## config.mk

```make
export PLATFORM = sky130hd
export DESIGN_NAME = thermal_power_emulation_control
export DESIGN_NICKNAME = d
export VERILOG_FILES = /design/src/common/thermal_ctrl_pkg.sv /design/src/hw/mgmt_responder.sv /design/src/hw/thermal_power_emulation_control.sv
export SDC_FILE = /design/constraint.sdc
export NUM_CORES = 1
export LEC_CHECK = 0
export BUFFER_PORTS_ARGS = -buffer_cell sky130_fd_sc_hd__buf_2
export CAP_MARGIN = 10
export CORE_MARGIN = 2
export CORE_UTILIZATION = 54
export CTS_CLUSTER_DIAMETER = 40
export DETAILED_ROUTE_END_ITERATION = 16
export GPL_ROUTABILITY_DRIVEN = 0
export PLACE_DENSITY = 0.77
export SLEW_MARGIN = 20
export SYNTH_ARGS = -nofsm -noshare
export SYNTH_HDL_FRONTEND = slang
export SYNTH_SLANG_ARGS = --single-unit
```

## constraint.sdc

```tcl
create_clock -name i_core_clk -period 3.5 [get_ports i_core_clk]
set_clock_uncertainty 0.05 [all_clocks]
set_input_delay 0.7 -clock i_core_clk [delete_from_list [all_inputs] [get_ports i_core_clk]]
set_output_delay 0.7 -clock i_core_clk [all_outputs]
set_load 0.01 [all_outputs]
```

## src/common/thermal_ctrl_pkg.sv

```systemverilog
// Contract
// - Read/write heater register at address 98
// - Heater follows register only in high power
// - Low power mode switches every heater off
// - Heater setting kept in non-volatile store
// - Bits 0 to 5 set 1 W duty
// - Bits 6, 7 switch 2 W, 2.5 W
// - PWM off once temperature reaches 80 C
// - PWM restored at 5 C below cut-off
// - Supply voltage readable at addresses 26, 27
// - Page 2 address 145 shows reset pin
// - Page 2 address 146 shows low-power pin
// - Page 2 address 147 bit 0 drives alert
// - Low power from pin or override set
// - Temperature readable at addresses 22, 23
package thermal_ctrl_pkg;
    // Responder address on the two-wire bus (0xA0 write byte)
    localparam logic [6:0] DEV_ADDR = 7'h50;
    localparam logic [3:0] BYTE_BITS = 4'h8;
    localparam logic [3:0] LAST_BIT = 4'h7;

    localparam logic [7:0] ADDR_TEMP_HIGH = 8'h16;
    localparam logic [7:0] ADDR_TEMP_LOW = 8'h17;
    localparam logic [7:0] ADDR_VOLT_HIGH = 8'h1A;
    localparam logic [7:0] ADDR_VOLT_LOW = 8'h1B;
    localparam logic [7:0] ADDR_POWER_MODE = 8'h5D;
    localparam logic [7:0] ADDR_HEATER = 8'h62;
    localparam logic [7:0] ADDR_PAGE_SELECT = 8'h7F;
    localparam logic [7:0] ADDR_RESET_PIN = 8'h91;
    localparam logic [7:0] ADDR_LP_PIN = 8'h92;
    localparam logic [7:0] ADDR_ALERT = 8'h93;
    localparam logic [7:0] PAGE_PINS = 8'h02;
    localparam int UPPER_BIT = 7;

    localparam int OVERRIDE_BIT = 0;
    localparam int POWER_SET_BIT = 1;
    localparam int ALERT_BIT = 0;
    localparam int SPOT_2W_BIT = 6;
    localparam int SPOT_2P5W_BIT = 7;
    localparam int DUTY_MSB = 5;
    localparam logic [7:0] READ_UNMAPPED = 8'h00;
    localparam logic [7:0] PAGE_RESET = 8'h00;
    localparam logic ALERT_RESET = 1'b1;

    // PWM counts 0..62, so duty 63 stays on the whole period
    localparam logic [5:0] PWM_LAST = 6'h3E;

    // Temperature in 1/256 C steps, signed
    localparam int TEMP_SCALE = 256;
    localparam int CUTOFF_DEG_C = 80;
    localparam int HYST_DEG_C = 5;
    localparam logic signed [15:0] TEMP_CUTOFF = 16'(CUTOFF_DEG_C * TEMP_SCALE);
    localparam logic signed [15:0] TEMP_RESTORE = 16'((CUTOFF_DEG_C - HYST_DEG_C) * TEMP_SCALE);

    typedef enum logic [7:0] {
        RSP_IDLE = 8'h01,
        RSP_ADDR = 8'h02,
        RSP_ADDR_ACK = 8'h04,
        RSP_WR_BYTE = 8'h08,
        RSP_WR_ACK = 8'h10,
        RSP_RD_BYTE = 8'h20,
        RSP_RD_ACK = 8'h40,
        RSP_RD_NEXT = 8'h80
    } rsp_state_e;
endpackage : thermal_ctrl_pkg

```

## src/hw/mgmt_responder.sv

```systemverilog
`timescale 1ns/1ps
module mgmt_responder (
    // Clock, reset, enable
    input wire logic i_core_clk,
    input wire logic i_rst,
    input wire logic i_ce,
    input wire logic i_hold,
    // Two-wire pins
    input wire logic i_scl,
    input wire logic i_sda,
    output logic o_sda,
    output logic o_sda_oe,
    // Register access
    output logic [7:0] o_rd_addr,
    input wire logic [7:0] i_rd_data,
    output logic o_wr_stb,
    output logic [7:0] o_wr_addr,
    output logic [7:0] o_wr_data
);
    typedef struct packed {
        logic [2:0] scl_sync;
        logic [2:0] sda_sync;
        logic scl;
        logic sda;
        thermal_ctrl_pkg::rsp_state_e state;
        logic [3:0] bit_cnt;
        logic [7:0] shift;
        logic rw;
        logic first;
        logic oe;
        logic [7:0] ptr;
        logic wr_stb;
        logic [7:0] wr_addr;
        logic [7:0] wr_data;
    } rsp_s;

    localparam rsp_s RSP_RESET = '{scl_sync: 3'h7, sda_sync: 3'h7, scl: 1'b1, sda: 1'b1,
        state: thermal_ctrl_pkg::RSP_IDLE, default: '0};

    rsp_s r_reg;
    rsp_s r_next;
    logic scl_rise;
    logic scl_fall;
    logic start;
    logic stop;

    always_comb begin
        r_next = r_reg;
        r_next.wr_stb = 1'b0;
        r_next.scl_sync = {r_reg.scl_sync[1:0], i_scl};
        r_next.sda_sync = {r_reg.sda_sync[1:0], i_sda};
        // Level counts only once second and third stages agree
        if (r_reg.scl_sync[2] == r_reg.scl_sync[1]) begin
            r_next.scl = r_reg.scl_sync[2];
        end
        if (r_reg.sda_sync[2] == r_reg.sda_sync[1]) begin
            r_next.sda = r_reg.sda_sync[2];
        end
        scl_rise = !r_reg.scl && r_next.scl;
        scl_fall = r_reg.scl && !r_next.scl;
        start = r_reg.scl && r_next.scl && r_reg.sda && !r_next.sda;
        stop = r_reg.scl && r_next.scl && !r_reg.sda && r_next.sda;
        if (i_hold) begin
            // Pin reset: never drive, so reads float to all ones
            r_next = RSP_RESET;
        end else if (stop) begin
            r_next.state = thermal_ctrl_pkg::RSP_IDLE;
            r_next.oe = 1'b0;
        end else if (start) begin
            r_next.state = thermal_ctrl_pkg::RSP_ADDR;
            r_next.bit_cnt = '0;
            r_next.oe = 1'b0;
        end else begin
            unique case (r_reg.state)
                thermal_ctrl_pkg::RSP_IDLE: begin
                end
                thermal_ctrl_pkg::RSP_ADDR, thermal_ctrl_pkg::RSP_WR_BYTE: begin
                    if (scl_rise) begin
                        r_next.shift = {r_reg.shift[6:0], r_next.sda};
                        r_next.bit_cnt = r_reg.bit_cnt + 4'h1;
                    end else if (scl_fall && r_reg.bit_cnt == thermal_ctrl_pkg::BYTE_BITS) begin
                        r_next.oe = 1'b1;
                        if (r_reg.state == thermal_ctrl_pkg::RSP_ADDR) begin
                            r_next.rw = r_reg.shift[0];
                            r_next.state = thermal_ctrl_pkg::RSP_ADDR_ACK;
                            if (r_reg.shift[7:1] != thermal_ctrl_pkg::DEV_ADDR) begin
                                r_next.state = thermal_ctrl_pkg::RSP_IDLE;
                                r_next.oe = 1'b0;
                            end
                        end else begin
                            r_next.state = thermal_ctrl_pkg::RSP_WR_ACK;
                            if (r_reg.first) begin
                                r_next.ptr = r_reg.shift;
                                r_next.first = 1'b0;
                            end else begin
                                r_next.wr_stb = 1'b1;
                                r_next.wr_addr = r_reg.ptr;
                                r_next.wr_data = r_reg.shift;
                                r_next.ptr = r_reg.ptr + 8'h01;
                            end
                        end
                    end
                end
                thermal_ctrl_pkg::RSP_ADDR_ACK, thermal_ctrl_pkg::RSP_RD_NEXT: begin
                    if (scl_fall && r_reg.rw) begin
                        r_next.shift = i_rd_data;
                        r_next.oe = !i_rd_data[7];
                        r_next.bit_cnt = '0;
                        r_next.state = thermal_ctrl_pkg::RSP_RD_BYTE;
                    end else if (scl_fall) begin
                        r_next.first = 1'b1;
                        r_next.oe = 1'b0;
                        r_next.bit_cnt = '0;
                        r_next.state = thermal_ctrl_pkg::RSP_WR_BYTE;
                    end
                end
                thermal_ctrl_pkg::RSP_WR_ACK: begin
                    if (scl_fall) begin
                        r_next.oe = 1'b0;
                        r_next.bit_cnt = '0;
                        r_next.state = thermal_ctrl_pkg::RSP_WR_BYTE;
                    end
                end
                thermal_ctrl_pkg::RSP_RD_BYTE: begin
                    if (scl_fall && r_reg.bit_cnt == thermal_ctrl_pkg::LAST_BIT) begin
                        r_next.oe = 1'b0;
                        r_next.ptr = r_reg.ptr + 8'h01;
                        r_next.state = thermal_ctrl_pkg::RSP_RD_ACK;
                    end else if (scl_fall) begin
                        r_next.shift = {r_reg.shift[6:0], 1'b0};
                        r_next.oe = !r_reg.shift[6];
                        r_next.bit_cnt = r_reg.bit_cnt + 4'h1;
                    end
                end
                thermal_ctrl_pkg::RSP_RD_ACK: begin
                    if (scl_rise) begin
                        r_next.state = r_next.sda ? thermal_ctrl_pkg::RSP_IDLE : thermal_ctrl_pkg::RSP_RD_NEXT;
                    end
                end
                default: begin
                    r_next.state = thermal_ctrl_pkg::RSP_IDLE;
                    r_next.oe = 1'b0;
                end
            endcase
        end
    end

    always_ff @(posedge i_core_clk or posedge i_rst) begin
        if (i_rst) begin
            r_reg <= RSP_RESET;
        end else if (i_ce) begin
            r_reg <= r_next;
        end
    end

    assign o_sda = 1'b0;
    assign o_sda_oe = r_reg.oe;
    assign o_rd_addr = r_reg.ptr;
    assign o_wr_stb = r_reg.wr_stb;
    assign o_wr_addr = r_reg.wr_addr;
    assign o_wr_data = r_reg.wr_data;
endmodule : mgmt_responder

```

## src/hw/thermal_power_emulation_control.sv

```systemverilog
`timescale 1ns/1ps
module thermal_power_emulation_control (
    // Clock, reset, enable
    input wire logic i_core_clk,
    input wire logic i_rst,
    input wire logic i_ce,
    // Module pins
    input wire logic i_module_reset_in_n,
    input wire logic i_low_power_request_pin,
    output logic o_host_alert_out_n,
    // Two-wire management bus
    input wire logic i_scl,
    input wire logic i_sda,
    output logic o_sda,
    output logic o_sda_oe,
    // Sensors
    input wire logic [15:0] i_module_temp,
    input wire logic [15:0] i_supply_voltage,
    // Non-volatile store
    input wire logic [7:0] i_nv_heater_value,
    output logic o_nv_store_stb,
    output logic [7:0] o_nv_store_data,
    // Heater spots and status
    output logic o_heater_pwm_1w,
    output logic o_heater_2w,
    output logic o_heater_2p5w,
    output logic o_low_power_mode
);
    typedef struct packed {
        logic [2:0] rst_sync;
        logic [2:0] lp_sync;
        logic rst_pin;
        logic lp_pin;
        logic nv_loaded;
        logic [7:0] heater;
        logic power_override;
        logic power_set;
        logic [7:0] page;
        logic alert;
        logic cutoff;
        logic [5:0] pwm_cnt;
        logic low_power;
        logic heat_pwm;
        logic heat_2w;
        logic heat_2p5w;
        logic nv_stb;
        logic [7:0] nv_data;
    } ctl_s;

    localparam ctl_s CTL_RESET = '{rst_sync: 3'h7, rst_pin: 1'b1, page: thermal_ctrl_pkg::PAGE_RESET,
        alert: thermal_ctrl_pkg::ALERT_RESET, low_power: 1'b1, default: '0};

    ctl_s r_reg;
    ctl_s r_next;
    logic [7:0] rd_addr;
    logic [7:0] rd_data;
    logic wr_stb;
    logic [7:0] wr_addr;
    logic [7:0] wr_data;
    logic heat_active;

    // Lower page always visible; upper half only on the pin page
    function automatic logic addr_hit(input logic [7:0] addr, input logic [7:0] page, input logic [7:0] target);
        addr_hit = (addr == target) && (!addr[thermal_ctrl_pkg::UPPER_BIT] || page == thermal_ctrl_pkg::PAGE_PINS);
    endfunction : addr_hit

    mgmt_responder u_responder (
        .i_core_clk(i_core_clk),
        .i_rst(i_rst),
        .i_ce(i_ce),
        .i_hold(!r_reg.rst_pin),
        .i_scl(i_scl),
        .i_sda(i_sda),
        .o_sda(o_sda),
        .o_sda_oe(o_sda_oe),
        .o_rd_addr(rd_addr),
        .i_rd_data(rd_data),
        .o_wr_stb(wr_stb),
        .o_wr_addr(wr_addr),
        .o_wr_data(wr_data)
    );

    always_comb begin
        r_next = r_reg;
        r_next.nv_stb = 1'b0;
        r_next.rst_sync = {r_reg.rst_sync[1:0], i_module_reset_in_n};
        r_next.lp_sync = {r_reg.lp_sync[1:0], i_low_power_request_pin};
        if (r_reg.rst_sync[2] == r_reg.rst_sync[1]) begin
            r_next.rst_pin = r_reg.rst_sync[2];
        end
        if (r_reg.lp_sync[2] == r_reg.lp_sync[1]) begin
            r_next.lp_pin = r_reg.lp_sync[2];
        end
        if (!r_reg.nv_loaded) begin
            r_next.heater = i_nv_heater_value;
            r_next.nv_loaded = 1'b1;
        end
        if (wr_stb) begin
            if (addr_hit(wr_addr, r_reg.page, thermal_ctrl_pkg::ADDR_POWER_MODE)) begin
                r_next.power_override = wr_data[thermal_ctrl_pkg::OVERRIDE_BIT];
                r_next.power_set = wr_data[thermal_ctrl_pkg::POWER_SET_BIT];
            end
            // heater register write, mirrored to store
            if (addr_hit(wr_addr, r_reg.page, thermal_ctrl_pkg::ADDR_HEATER)) begin
                r_next.heater = wr_data;
                r_next.nv_stb = 1'b1;
                r_next.nv_data = wr_data;
            end
            if (addr_hit(wr_addr, r_reg.page, thermal_ctrl_pkg::ADDR_PAGE_SELECT)) begin
                r_next.page = wr_data;
            end
            if (addr_hit(wr_addr, r_reg.page, thermal_ctrl_pkg::ADDR_ALERT)) begin
                r_next.alert = wr_data[thermal_ctrl_pkg::ALERT_BIT];
            end
        end
        // Pin reset returns volatile settings to default
        if (!r_reg.rst_pin) begin
            r_next.power_override = 1'b0;
            r_next.power_set = 1'b0;
            r_next.page = thermal_ctrl_pkg::PAGE_RESET;
            r_next.alert = thermal_ctrl_pkg::ALERT_RESET;
        end
        r_next.low_power = r_reg.power_override ? r_reg.power_set : r_reg.lp_pin;
        if ($signed(i_module_temp) >= thermal_ctrl_pkg::TEMP_CUTOFF) begin
            r_next.cutoff = 1'b1;
        end else if ($signed(i_module_temp) <= thermal_ctrl_pkg::TEMP_RESTORE) begin
            r_next.cutoff = 1'b0;
        end
        r_next.pwm_cnt = (r_reg.pwm_cnt == thermal_ctrl_pkg::PWM_LAST) ? 6'h00 : r_reg.pwm_cnt + 6'h01;
        // heat only in high power, all off in low power
        heat_active = r_reg.nv_loaded && !r_reg.low_power;
        // duty field drives 1 W spot
        r_next.heat_pwm = heat_active && !r_reg.cutoff &&
            (r_reg.pwm_cnt < r_reg.heater[thermal_ctrl_pkg::DUTY_MSB:0]);
        r_next.heat_2w = heat_active && r_reg.heater[thermal_ctrl_pkg::SPOT_2W_BIT];
        r_next.heat_2p5w = heat_active && r_reg.heater[thermal_ctrl_pkg::SPOT_2P5W_BIT];
        // Read mux: temperature, voltage, pins
        rd_data = thermal_ctrl_pkg::READ_UNMAPPED;
        if (addr_hit(rd_addr, r_reg.page, thermal_ctrl_pkg::ADDR_TEMP_HIGH)) begin
            rd_data = i_module_temp[15:8];
        end else if (addr_hit(rd_addr, r_reg.page, thermal_ctrl_pkg::ADDR_TEMP_LOW)) begin
            rd_data = i_module_temp[7:0];
        end else if (addr_hit(rd_addr, r_reg.page, thermal_ctrl_pkg::ADDR_VOLT_HIGH)) begin
            rd_data = i_supply_voltage[15:8];
        end else if (addr_hit(rd_addr, r_reg.page, thermal_ctrl_pkg::ADDR_VOLT_LOW)) begin
            rd_data = i_supply_voltage[7:0];
        end else if (addr_hit(rd_addr, r_reg.page, thermal_ctrl_pkg::ADDR_POWER_MODE)) begin
            rd_data = {6'h00, r_reg.power_set, r_reg.power_override};
        end else if (addr_hit(rd_addr, r_reg.page, thermal_ctrl_pkg::ADDR_HEATER)) begin
            rd_data = r_reg.heater;
        end else if (addr_hit(rd_addr, r_reg.page, thermal_ctrl_pkg::ADDR_PAGE_SELECT)) begin
            rd_data = r_reg.page;
        end else if (addr_hit(rd_addr, r_reg.page, thermal_ctrl_pkg::ADDR_RESET_PIN)) begin
            rd_data = {7'h00, r_reg.rst_pin};
        end else if (addr_hit(rd_addr, r_reg.page, thermal_ctrl_pkg::ADDR_LP_PIN)) begin
            rd_data = {7'h00, r_reg.lp_pin};
        end
    end

    always_ff @(posedge i_core_clk or posedge i_rst) begin
        if (i_rst) begin
            r_reg <= CTL_RESET;
        end else if (i_ce) begin
            r_reg <= r_next;
        end
    end

    assign o_host_alert_out_n = r_reg.alert;
    assign o_nv_store_stb = r_reg.nv_stb;
    assign o_nv_store_data = r_reg.nv_data;
    assign o_heater_pwm_1w = r_reg.heat_pwm;
    assign o_heater_2w = r_reg.heat_2w;
    assign o_heater_2p5w = r_reg.heat_2p5w;
    assign o_low_power_mode = r_reg.low_power;
endmodule : thermal_power_emulation_control
```

Word level (Yosys, flattened, before mapping)
Cells that the tools add are included.
{"block": "classes", "n_eq_ne": 68, "n_lt_le_gt_ge": 3, "n_reduce_logical": 59, "muxes": 71, "addsub": 3}
{"operator": "8-bit two-way mux", "count": 20}
{"operator": "25-bit two-way mux", "count": 3}
{"operator": "12-bit two-way mux", "count": 6}
{"operator": "8-bit by 7-bit == test with 1-bit output, second input constant", "count": 7}
{"operator": "28-bit two-way mux", "count": 2}
{"operator": "48-bit two-way mux", "count": 1}
{"operator": "8-bit one-hot mux with 6 select lines", "count": 1}
{"operator": "8-bit by 5-bit == test with 1-bit output, second input constant", "count": 5}
{"operator": "17-bit two-way mux", "count": 2}
{"operator": "8-bit == test, second input constant", "count": 4}
{"operator": "1-bit logical AND", "count": 28}
{"operator": "8-bit one-hot mux with 3 select lines", "count": 1}
{"operator": "8-bit AND reduction", "count": 3}
{"operator": "1-bit two-way mux", "count": 20}
{"operator": "5-bit by 2-bit inequality test with 1-bit output, second input constant", "count": 4}
{"operator": "19-bit two-way mux", "count": 1}
{"operator": "9-bit two-way mux", "count": 2}
{"operator": "3-bit by 2-bit inequality test with 1-bit output, second input constant", "count": 6}
{"operator": "8-bit by 2-bit == test with 1-bit output, second input constant", "count": 2}
{"operator": "16-bit >= comparator, second input constant", "count": 1}
{"operator": "16-bit <= comparator, second input constant", "count": 1}
{"operator": "4-bit by 2-bit inequality test with 1-bit output, second input constant", "count": 4}
{"operator": "4-bit one-hot mux with 4 select lines", "count": 1}
{"operator": "8-bit one-hot mux with 2 select lines", "count": 1}
{"operator": "other kinds (40)", "count": 78}
{"block": "word_totals", "inputBits": 47, "out_inout_bits": 16, "wordCells": 236, "reg_bits": 104}

Logic depth before layout (Yosys ltp)
Gate-level depths: netlist of the first run.
{"block": "logic_depth", "depth_word": 18, "depth_mapped": 9, "depth_no_buf": 8}

Modules after synthesis
A second synthesis of the first run with hierarchy kept.
{"block": "unflattened", "cells_unflattened": 694, "area_unflattened_um2": 6454.9}
{"module": "mgmt_responder", "instances": 1, "cells_per_inst": 395, "seq_area_each_um2": 1412.6, "area_each_um2": 3534.6}
{"module": "thermal_power_emulation_control", "instances": 1, "cells_per_inst": 299, "seq_area_each_um2": 1208.7, "area_each_um2": 2920.3}

Worst setup path after synthesis of the first run
No wires, ideal clock.
{"block": "synth_timing", "kind": "register -> register", "start": "register u_responder.r_reg[47] (netlist bit)", "end": "register u_responder.r_reg, in the netlist u_responder.o_wr_addr[4]", "path_stages_with_launch": 8, "setup_ps": 126, "path_buffers": 2, "setup_slack_ps": 941, "period_less_slack_ps": 2559, "t_arrival_ps": 2382, "required_time_ps": 3324, "path_cell_list": "dfrtp_1 -> buf_6 -> or4_4 -> or4_4 -> or3_4 -> a21oi_4 -> clkbuf_4 -> o21ai_0"}
{"block": "synth_between", "elab_chain_len": 4, "word_cells_on_any_way": 6, "cone_classes": "eq/ne: 4; reduce/logical: 2"}
{"item": "start: declaration", "line": "mgmt_responder.sv:40", "rtl": "rsp_s r_reg;"}
{"item": "start signal: assignment", "line": "mgmt_responder.sv:152", "rtl": "r_reg <= r_next;"}
{"item": "8-bit by 4-bit == test with 1-bit output or 8-bit by 2-bit == test with 1-bit output (tied branches)", "line": "mgmt_responder.sv:74, mgmt_responder.sv:83"}
{"item": "2-bit OR reduction", "line": "mgmt_responder.sv:74", "rtl": "unique case (r_reg.state)"}
{"item": "2-bit by 1-bit inequality test with 1-bit output (no line)"}
{"item": "8-bit AND reduction (no line) (*)"}
Every way passes the cells marked *; elsewhere a longest branch is shown, timed or not.
A chain may end at the register's enable or synchronous reset.

Worst setup path after layout of the first run
{"block": "layout_timing", "start": "register u_responder.r_reg[47] (netlist bit)", "end": "register u_responder.r_reg, in the netlist u_responder.o_wr_data[5]"}
Same word-level chain as after synthesis.

==> run_results.csv, run 1 <==
group,metric,value,unit
power,p_leak,2.807,nW
run,maxCapViolations,0,
yosys,synth-edff-count,0,
floorplanning,initial_utilization,0.5580,
layout,area_delta_synth_final,9.781,%
timing,worst_pin_slew,0.8486,ns
timing,fmaxAchievable,329.0,MHz
timing,final-setup-viol-count,0,
drt,wl,16.84,mm
clock_tree,cts_tree,"built",
layout,drive_gt1_frac,0.1827,
floorplanning,io_pins,63,
layout,mostFrequentLayoutCell,"dfrtp_1",
floorplanning,fp.dieH,110.3,um
yosys,synth-seq-cells,104,
clock_tree,post_cts_buffers,0,
power,powerDensity,457.6,nW/um^2
global_route,antenna_found_initial,0,
timing,finalCriticalPeriod,3.040,ns
clock_tree,cts_buffers,9,
drt,first_pass_iters,5,
clock_tree,htree_levels,3,
setup_path,crit_fanout,32,
setup_path,cp-end-kind,"flop",
drt,drt_iter0_drc,723,
drt,wl_per_cell,19.15,um
floorplanning,rows,38,
global_route,grt_use_total,0.2912,
drt,drc,0,
layout,final_net_count,793,
power,ir_drop,372.7,uV
floorplanning,die_w,110.3,um
clock_tree,path_clk_slew,0.08,ns
yosys,yosysSeqAreaShare,0.4296,
yosys,synth_fp_nets,752,
timing,fin_setup_tns,0,ns
yosys,synth_area,6102,sq um
placement,numPortBuffers,61,
floorplanning,fp.coreArea,10940,sq um
yosys,ys.flop_type,"dfrtp_1",
yosys,synth_area_leaders,"dfrtp_1 (36%), dfstp_2 (6.5%), o21ai_0 (5.3%), a21oi_1 (4.8%), nand2_1 (3.8%)",
yosys,async_flop_share,1.000,
layout,diodes,0,
worst_hold_path,hold_path_class,"input port to asynchronous set/reset pin",
power,power,3.066,mW
global_route,grt_max_degree,57,
drt,routed_via_density,6.428,
yosys,syn-instance-count,693,
timing,period_share,0.8684,
timing,maxSlewHeadroom,0.4299,
clock_tree,cts-resized-gates,0,
timing,finalHoldViolations,0,
yosys,yosysUniqueCellTypes,75,
clock_tree,cts.sinks,104,
layout,final_cell_mix,"dfrtp_1 (89), o21ai_0 (65), nand2_1 (62)",
status,status,"complete, no violations",
layout,nFillCells,937,
global_route,gr-total-overflow,0,
clock_tree,clk_path_buf_depth,2,
floorplanning,die_area,12170,sq um
setup_path,cp_data_arrival_time,3.26,ns
global_route,grt_pass1_wl,27.16,mm
clock_tree,cts-root-buf,"clkbuf_16",
clock_tree,worstSkewPairLatency,0.36,ns
placement,dp_hpwl,12.22,mm
setup_path,cp_data_required_time,3.72,ns
setup_path,path_class,"flop to flop",
drt,antenna_left,0,
global_route,grt_pass1_vias,5293,
setup_path,crit_path_start_kind,"flop",
yosys,yosysTopAreaCell,"dfrtp_1",
timing,final_max_slew_viol_count,0,
yosys,synth_area_per_cell,8.805,sq um
timing,rsz0062_at_grt,"no",
clock_tree,postCtsHoldBufs,0,
yosys,yosys.area.top_type_share,0.3650,
yosys,synth_warnings,0,
drt,via_count,5650,
==> metal layers <==
metal	vias up	part of all wire	track usage
met5	-	0	0
met4	0	0.022	0.1018
met3	44	0.097	0.05761
met2	311	0.45	0.4343
met1	2689	0.43	0.4236
li1	2606	-	-
==> power by group <==
group	leakage (nW)	internal, mW	switching [mW]
Sequential	1.34	1.33	0.122
Combinational	1.33	0.232	0.391
Clock	0.142	0.502	0.490
==> critical path, cell delays in order, from the launching register on <==
cell and delay (ns):
dfrtp_1 0.47, or4_4 0.60, or4_4 0.50, or3_4 0.41
a21oi_4 0.60, nand3_1 0.19, o21ai_0 0.12
==> through the flow <==
step	instances	cell area, sq um	setup slack [ns]	utilization	hold slack (ns)
after floorplan	693	6102	0.04264	-	0.3947
after global placement	863	6405	0.6562	0.5857	0.4083
after detailed placement	863	6405	0.5337	0.5857	0.4149
after CTS	879	6696	0.4923	0.6124	0.4229
after global routing	879	6699	0.3142	0.6126	0.4605
final	879	6699	0.4605	0.6126	0.3798
==> worst paths after layout <==
kind	from	to	slack, ns	depth (start not counted)
worst min register to register	o_nv_store_data[5]$_DFFE_PP0P_	o_nv_store_data[5]$_DFFE_PP0P_	0.43	2
max in group asynchronous	i_rst	u_responder.r_reg[40]$_DFFE_PP1P_	2.20	3
worst min-delay path	i_rst	u_responder.r_reg[32]$_DFFE_PP0P_	0.38	2
worst max-delay path	u_responder.r_reg[47]$_DFFE_PP0P_	u_responder.o_wr_data[5]$_DFFE_PP0P_	0.46	6
worst max register to register	u_responder.r_reg[47]$_DFFE_PP0P_	u_responder.o_wr_data[5]$_DFFE_PP0P_	0.46	6
min in group i_core_clk	o_nv_store_data[5]$_DFFE_PP0P_	o_nv_store_data[5]$_DFFE_PP0P_	0.43	2
==> Yosys cell counts, types with 3 or more instances <==
master,n
nor4b_1,8
a31oi_1,6
and2_1,4
nor2b_1,5
ha_1,12
a22o_1,3
o22ai_1,29
or3_1,7
o21ai_0,65
buf_2,4
nor4_1,9
clkbuf_8,3
a21oi_1,58
o21a_1,5
nand2_1,62
o2bb2ai_1,7
inv_1,53
nand3_1,40
a2111oi_0,3
o22a_1,6
buf_4,10
nor2_1,36
nand4_1,5
o221ai_1,5
nand2b_1,7
dfrtp_1,89
a22oi_1,6
nor3b_1,4
nor3_1,13
a221oi_1,5
buf_6,4
a32o_1,4
and3_1,8
o31ai_1,6
or2_2,8
mux2_2,9
a21boi_0,5
dfstp_2,15
clkbuf_1,19
==> cell families (layout without fill, tap and decap cells) <==
logic type | after synthesis | count (layout) | synth area share
compound gates | 233 | 233 | 0.2432
xor+xnor | 3 | 3 | 0.004307
fa+ha+maj | 12 | 12 | 0.02460
buf+inv | 96 | 142 | 0.07689
flops | 104 | 104 | 0.4296
mux | 10 | 10 | 0.01825
other cells | 1 | 1 | 0.0006145
simple gates | 234 | 234 | 0.2026
==> area by class of cell <==
cell class | instances | area [sq um] | share of cell area
clock inverters | 6 | 62.56 | 0.009339
flip-flops and latches | 104 | 2621 | 0.3913
inverters | 53 | 201.4 | 0.03007
clock buffers | 10 | 229.0 | 0.03418
well taps | 140 | 175.2 | 0.02615
repair buffers | 73 | 395.4 | 0.05902
multi-input cells | 493 | 3014 | 0.4499
No activity file was read; power rests on OpenSTA's default activity.
==> run 2, diff against run 1 <==
--- a/config.mk
+++ b/config.mk
@@ -12,7 +12,7 @@
 export CTS_CLUSTER_DIAMETER = 40
 export DETAILED_ROUTE_END_ITERATION = 16
 export GPL_ROUTABILITY_DRIVEN = 0
-export PLACE_DENSITY = 0.77
+export PLACE_DENSITY_LB_ADDON = 0.1
 export SLEW_MARGIN = 20
 export SYNTH_ARGS = -nofsm -noshare
 export SYNTH_HDL_FRONTEND = slang
==> run_results.csv, run 2 (same netlist as run 1, synthesis figures left out) <==
group,metric,value,unit
status,status,"complete, no violations",
global_route,grt_pass1_vias,5386,
floorplanning,initial_utilization,0.5580,
placement,placed_cell_area,6380,sq um
setup_path,cp-end-kind,"flop",
global_route,grt_use_total,0.3000,
setup_path,cp_cell_sequence,"or4_4 > or4_4 > or3_4 > a21oi_4 > nand3_1 > o21ai_2",
setup_path,cp_data_arrival_time,3.29,ns
clock_tree,worstSkewPairLatency,0.36,ns
timing,fmaxAchievable,327.2,MHz
global_route,antenna_found_initial,0,
setup_path,reg2regPathDepth,6,
timing,fin_setup_tns,0,ns
timing,finalHoldViolations,0,
layout,nFillCells,949,
layout,final_util,0.6129,
layout,area_delta_synth_final,9.842,%
layout,mostFrequentLayoutCell,"dfrtp_1",
setup_path,startpoint,"u_responder.r_reg[47]$_DFFE_PP0P_",
floorplanning,rows,38,
clock_tree,path_clk_slew,0.07,ns
power,powerDensity,474.7,nW/um^2
timing,hold_ws,0.4237,ns
global_route,gr-total-overflow,0,
drt,via_count,5580,
timing,maxSlewHeadroom,0.2849,
timing,final_max_slew_viol_count,0,
floorplanning,fp.dieH,110.3,um
setup_path,reg2reg_from,"u_responder.r_reg[47]$_DFFE_PP0P_",
clock_tree,post_cts_buffers,0,
worst_hold_path,hold_path_class,"flop to flop",
floorplanning,die_area,12170,sq um
setup_path,crit_family,"simple AND/OR/NAND/NOR gates",
layout,final_cell_mix,"dfrtp_1 (89), o21ai_0 (65), nand2_1 (62)",
setup_path,crit_path_start_kind,"flop",
timing,finalCriticalPeriod,3.056,ns
clock_tree,cts-root-buf,"clkbuf_16",
timing,final-setup-viol-count,0,
drt,routed_via_density,6.384,
clock_tree,htree_levels,3,
setup_path,crit_fanout,32,
setup_path,critical_path_buf_inv_count,0,
floorplanning,fp.coreArea,10940,sq um
clock_tree,cts_tree,"built",
clock_tree,postCtsHoldBufs,0,
timing,worst_pin_slew,1.069,ns
clock_tree,clk_path_buf_depth,2,
layout,diodes,0,
power,ir_drop,309.4,uV
placement,numPortBuffers,61,
setup_path,path_class,"flop to flop",
global_route,grt_max_degree,65,
drt,antenna_left,0,
drt,drt_iter0_drc,702,
worst_hold_path,hold_start,"o_nv_store_data[2]$_DFFE_PP0P_",
clock_tree,cts.sinks,104,
clock_tree,cts-resized-gates,0,
timing,period_share,0.8732,
floorplanning,die_w,110.3,um
drt,drc,0,
global_route,grt_pass1_wl,27.50,mm
timing,rsz0062_at_grt,"no",
setup_path,worst-path-stages,6,
drt,wl_per_cell,19.63,um
placement,dp_hpwl,12.49,mm
layout,finish.instance_area,6703,sq um
setup_path,slowest_stage,"or4_4",
setup_path,cp_data_required_time,3.73,ns
power,power,3.181,mW
run,maxCapViolations,0,
worst_hold_path,holdPathStages,2,
drt,wl,17.16,mm
setup_path,crit_path_frequent_cell,"or4_4",
power,p_leak,2.799,nW
layout,drive_gt1_frac,0.1744,
clock_tree,cts_buffers,9,
floorplanning,io_pins,63,
layout,final_net_count,788,
drt,first_pass_iters,7,
setup_path,critPathMaxStageDelay,0.60,ns
==> run 2: through the flow <==
step | setup slack, ns | instances
2_1_floorplan | 0.04264 | 693
3_3_place_gp | 0.6574 | 858
3_5_place_dp | 0.5109 | 858
4_1_cts | 0.4415 | 874
5_1_grt | 0.3261 | 874
6_report | 0.4436 | 874
==> run 2: tightest hold or removal path, delay by kind of cell, from the launching register on <==
family	cells	cell delay [ns]
flops	1	0.34
compound gates	1	0.06
simple gates	1	0.04
==> run 2: report_power, final <==
part	total [mW]	internal, mW	switching [mW]
clock network	1.11	0.650	0.462
logic	0.613	0.225	0.388
registers	1.46	1.33	0.126
total	3.18	2.20	0.976
==> run 2: final timing paths <==
path / endpoint / slack, ns
worst max-delay path: u_responder.o_wr_data[2]$_DFFE_PP0P_ / 0.44
worst min-delay path: o_nv_store_data[2]$_DFFE_PP0P_ / 0.42
min in group asynchronous: o_nv_store_data[5]$_DFFE_PP0P_ / 0.44
worst min register to register: o_nv_store_data[2]$_DFFE_PP0P_ / 0.42
worst max register to register: u_responder.o_wr_data[2]$_DFFE_PP0P_ / 0.44
max in group asynchronous: u_responder.r_reg[40]$_DFFE_PP1P_ / 2.20
==> run 2: final cells by class <==
class	count	area [sq um]	area share
tap	140	175.2	0.02613
clock buffer	12	246.5	0.03677
multi-input combinational	493	3012	0.4493
sequential	104	2621	0.3911
clock inverter	4	76.32	0.01139
timing repair buffer	68	370.4	0.05525
inverter	53	201.4	0.03005
==> run 2: metal layers <==
metal / up-vias / track usage / routed length, um
met3: 38 / 0.07172 / 1425
li1: 2605 / - / -
met4: 0 / 0.1232 / 531
met5: - / 0 / 0
met2: 277 / 0.4746 / 7802
met1: 2660 / 0.3967 / 7396
==> run 3, diff against run 2 <==
--- a/config.mk
+++ b/config.mk
@@ -9,6 +9,7 @@
 export CAP_MARGIN = 10
 export CORE_MARGIN = 2
 export CORE_UTILIZATION = 54
+export CTS_BUF_LIST = sky130_fd_sc_hd__clkbuf_16
 export CTS_CLUSTER_DIAMETER = 40
 export DETAILED_ROUTE_END_ITERATION = 16
 export GPL_ROUTABILITY_DRIVEN = 0
==> run_results.csv, run 3 (same netlist as run 1, synthesis figures left out) <==
group,metric,value,unit
floorplanning,rows,38,
global_route,grt_pass1_vias,5387,
timing,final_max_slew_viol_count,0,
timing,fmaxAchievable,327.2,MHz
power,ir_drop,305.3,uV
floorplanning,fp.coreArea,10940,sq um
drt,wl,17.14,mm
layout,area_delta_synth_final,9.678,%
placement,dp.cells,858,
worst_hold_path,min_to,"o_nv_store_data[2]$_DFFE_PP0P_",
layout,multi_input_area,3012,sq um
timing,period_share,0.8732,
global_route,gr-total-overflow,0,
clock_tree,cts_tree,"built",
setup_path,cp_cell_sequence,"or4_4 > or4_4 > or3_4 > a21oi_4 > nand3_1 > o21ai_2",
timing,maxSlewHeadroom,0.2827,
drt,wl_per_cell,19.61,um
global_route,antenna_found_initial,0,
power,p_clk_frac,0.343,
layout,drive_gt1_frac,0.1730,
drt,antenna_left,0,
setup_path,critical_path_buf_inv_count,0,
clock_tree,path_clk_slew,0.07,ns
clock_tree,post_cts_buffers,0,
placement,dp_slack,0.5109,ns
floorplanning,io_pins,63,
layout,final_util,0.6120,
power,powerDensity,470.7,nW/um^2
layout,fin_cells,874,
timing,postLayoutSetupSlackWorst,0.4440,ns
setup_path,r2r_end,"u_responder.o_wr_data[2]$_DFFE_PP0P_",
power,p_leak,2.801,nW
timing,finalHoldViolations,0,
floorplanning,die_w,110.3,um
floorplanning,die_area,12170,sq um
power,internal_power,2.177,mW
clock_tree,clk_path_buf_depth,2,
power,seq_power_share,0.462,
worst_hold_path,hold_path_class,"flop to flop",
worst_hold_path,hold_start,"o_nv_store_data[2]$_DFFE_PP0P_",
timing,fin_setup_tns,0,ns
clock_tree,cts-resized-gates,0,
setup_path,r2r_slack,0.44,ns
placement,numPortBuffers,61,
floorplanning,initial_utilization,0.5580,
setup_path,crit_path_frequent_cell,"or4_4",
clock_tree,cts_buffers,9,
run,maxCapViolations,0,
floorplanning,fp.dieH,110.3,um
setup_path,reg2reg_from,"u_responder.r_reg[47]$_DFFE_PP0P_",
power,switchingPower,973.5,uW
clock_tree,worstSkewPairLatency,0.36,ns
global_route,grt_use_total,0.2997,
layout,regArea,2621,sq um
setup_path,path_class,"flop to flop",
drt,drc,0,
layout,nFillCells,949,
setup_path,critPathMaxStageDelay,0.60,ns
status,status,"complete, no violations",
global_route,grt_max_degree,65,
setup_path,crit_path_start_kind,"flop",
clock_tree,cts-root-buf,"clkbuf_16",
layout,diodes,0,
timing,finalCriticalPeriod,3.056,ns
layout,finish.instance_area,6693,sq um
drt,drt_iter0_drc,715,
power,p_comb_frac,0.194,
drt,first_pass_iters,6,
drt,routed_via_density,6.434,
placement,dp_hpwl,12.49,mm
timing,hold_ws,0.4233,ns
layout,final_cell_mix,"dfrtp_1 (89), o21ai_0 (65), nand2_1 (62)",
setup_path,crit_family,"simple AND/OR/NAND/NOR gates",
drt,via_count,5623,
global_route,grt_pass1_wl,27.48,mm
power,power,3.150,mW
setup_path,crit_fanout,32,
power,switching_share,0.3090,
setup_path,cp-end-kind,"flop",
setup_path,cp_data_arrival_time,3.29,ns
setup_path,reg2regPathDepth,6,
clock_tree,cts.sinks,104,
clock_tree,htree_levels,3,
setup_path,cp_data_required_time,3.73,ns
layout,final_net_count,788,
timing,rsz0062_at_grt,"no",
timing,final-setup-viol-count,0,
timing,worst_pin_slew,1.072,ns
worst_hold_path,holdPathStages,2,
setup_path,slowest_stage,"or4_4",
layout,mostFrequentLayoutCell,"dfrtp_1",
clock_tree,postCtsHoldBufs,0,
placement,placed_cell_area,6380,sq um
[run 3: tightest hold or removal path: stages (launching register included)]
cell	delay, ns
dfrtp_1	0.34
nand2_1	0.04
o21ai_0	0.06
[run 3: how the worst max path moves through the flow]
stage                                      start                                    to  slack, ns  cells past startpoint
3_5_place_dp   u_responder.r_reg[47]$_DFFE_PP0P_  u_responder.o_wr_addr[5]$_DFFE_PP0P_       0.51                      6
4_1_cts        u_responder.r_reg[47]$_DFFE_PP0P_  u_responder.o_wr_data[2]$_DFFE_PP0P_       0.44                      6
2_1_floorplan                              i_rst             o_heater_2p5w$_DFFE_PP0P_       0.04                      1
3_3_place_gp   u_responder.r_reg[47]$_DFFE_PP0P_  u_responder.o_wr_data[2]$_DFFE_PP0P_       0.66                      6
5_1_grt        u_responder.r_reg[42]$_DFFE_PP0P_     u_responder.r_reg[34]$_DFFE_PP0P_       0.33                      6
6_report       u_responder.r_reg[47]$_DFFE_PP0P_  u_responder.o_wr_data[2]$_DFFE_PP0P_       0.44                      6
[run 3: layout make-up]
type	count	area share
clock buffers	9	0.03365
multi-input cells	493	0.4500
clock inverters	7	0.01309
flip-flops and latches	104	0.3917
inverters	53	0.03010
well taps	140	0.02617
repair buffers	68	0.05534
[run 3: routing by layer]
layer / routed length [um] / vias up / track usage
met5: 0 / - / 0
met4: 564 / 0 / 0.1232
met3: 1387 / 48 / 0.07172
met2: 7762 / 269 / 0.4755
met1: 7429 / 2699 / 0.3952
li1: - / 2607 / -
[run 3: power by group through the flow]
stage	Combinational (mW)	Sequential [mW]	Clock [mW]
floorplan	0.454	1.44	0
global placement	0.578	1.47	0
detailed placement	0.605	1.47	0
CTS	0.611	1.45	1.09
global route	0.686	1.47	1.15
finish	0.612	1.46	1.08
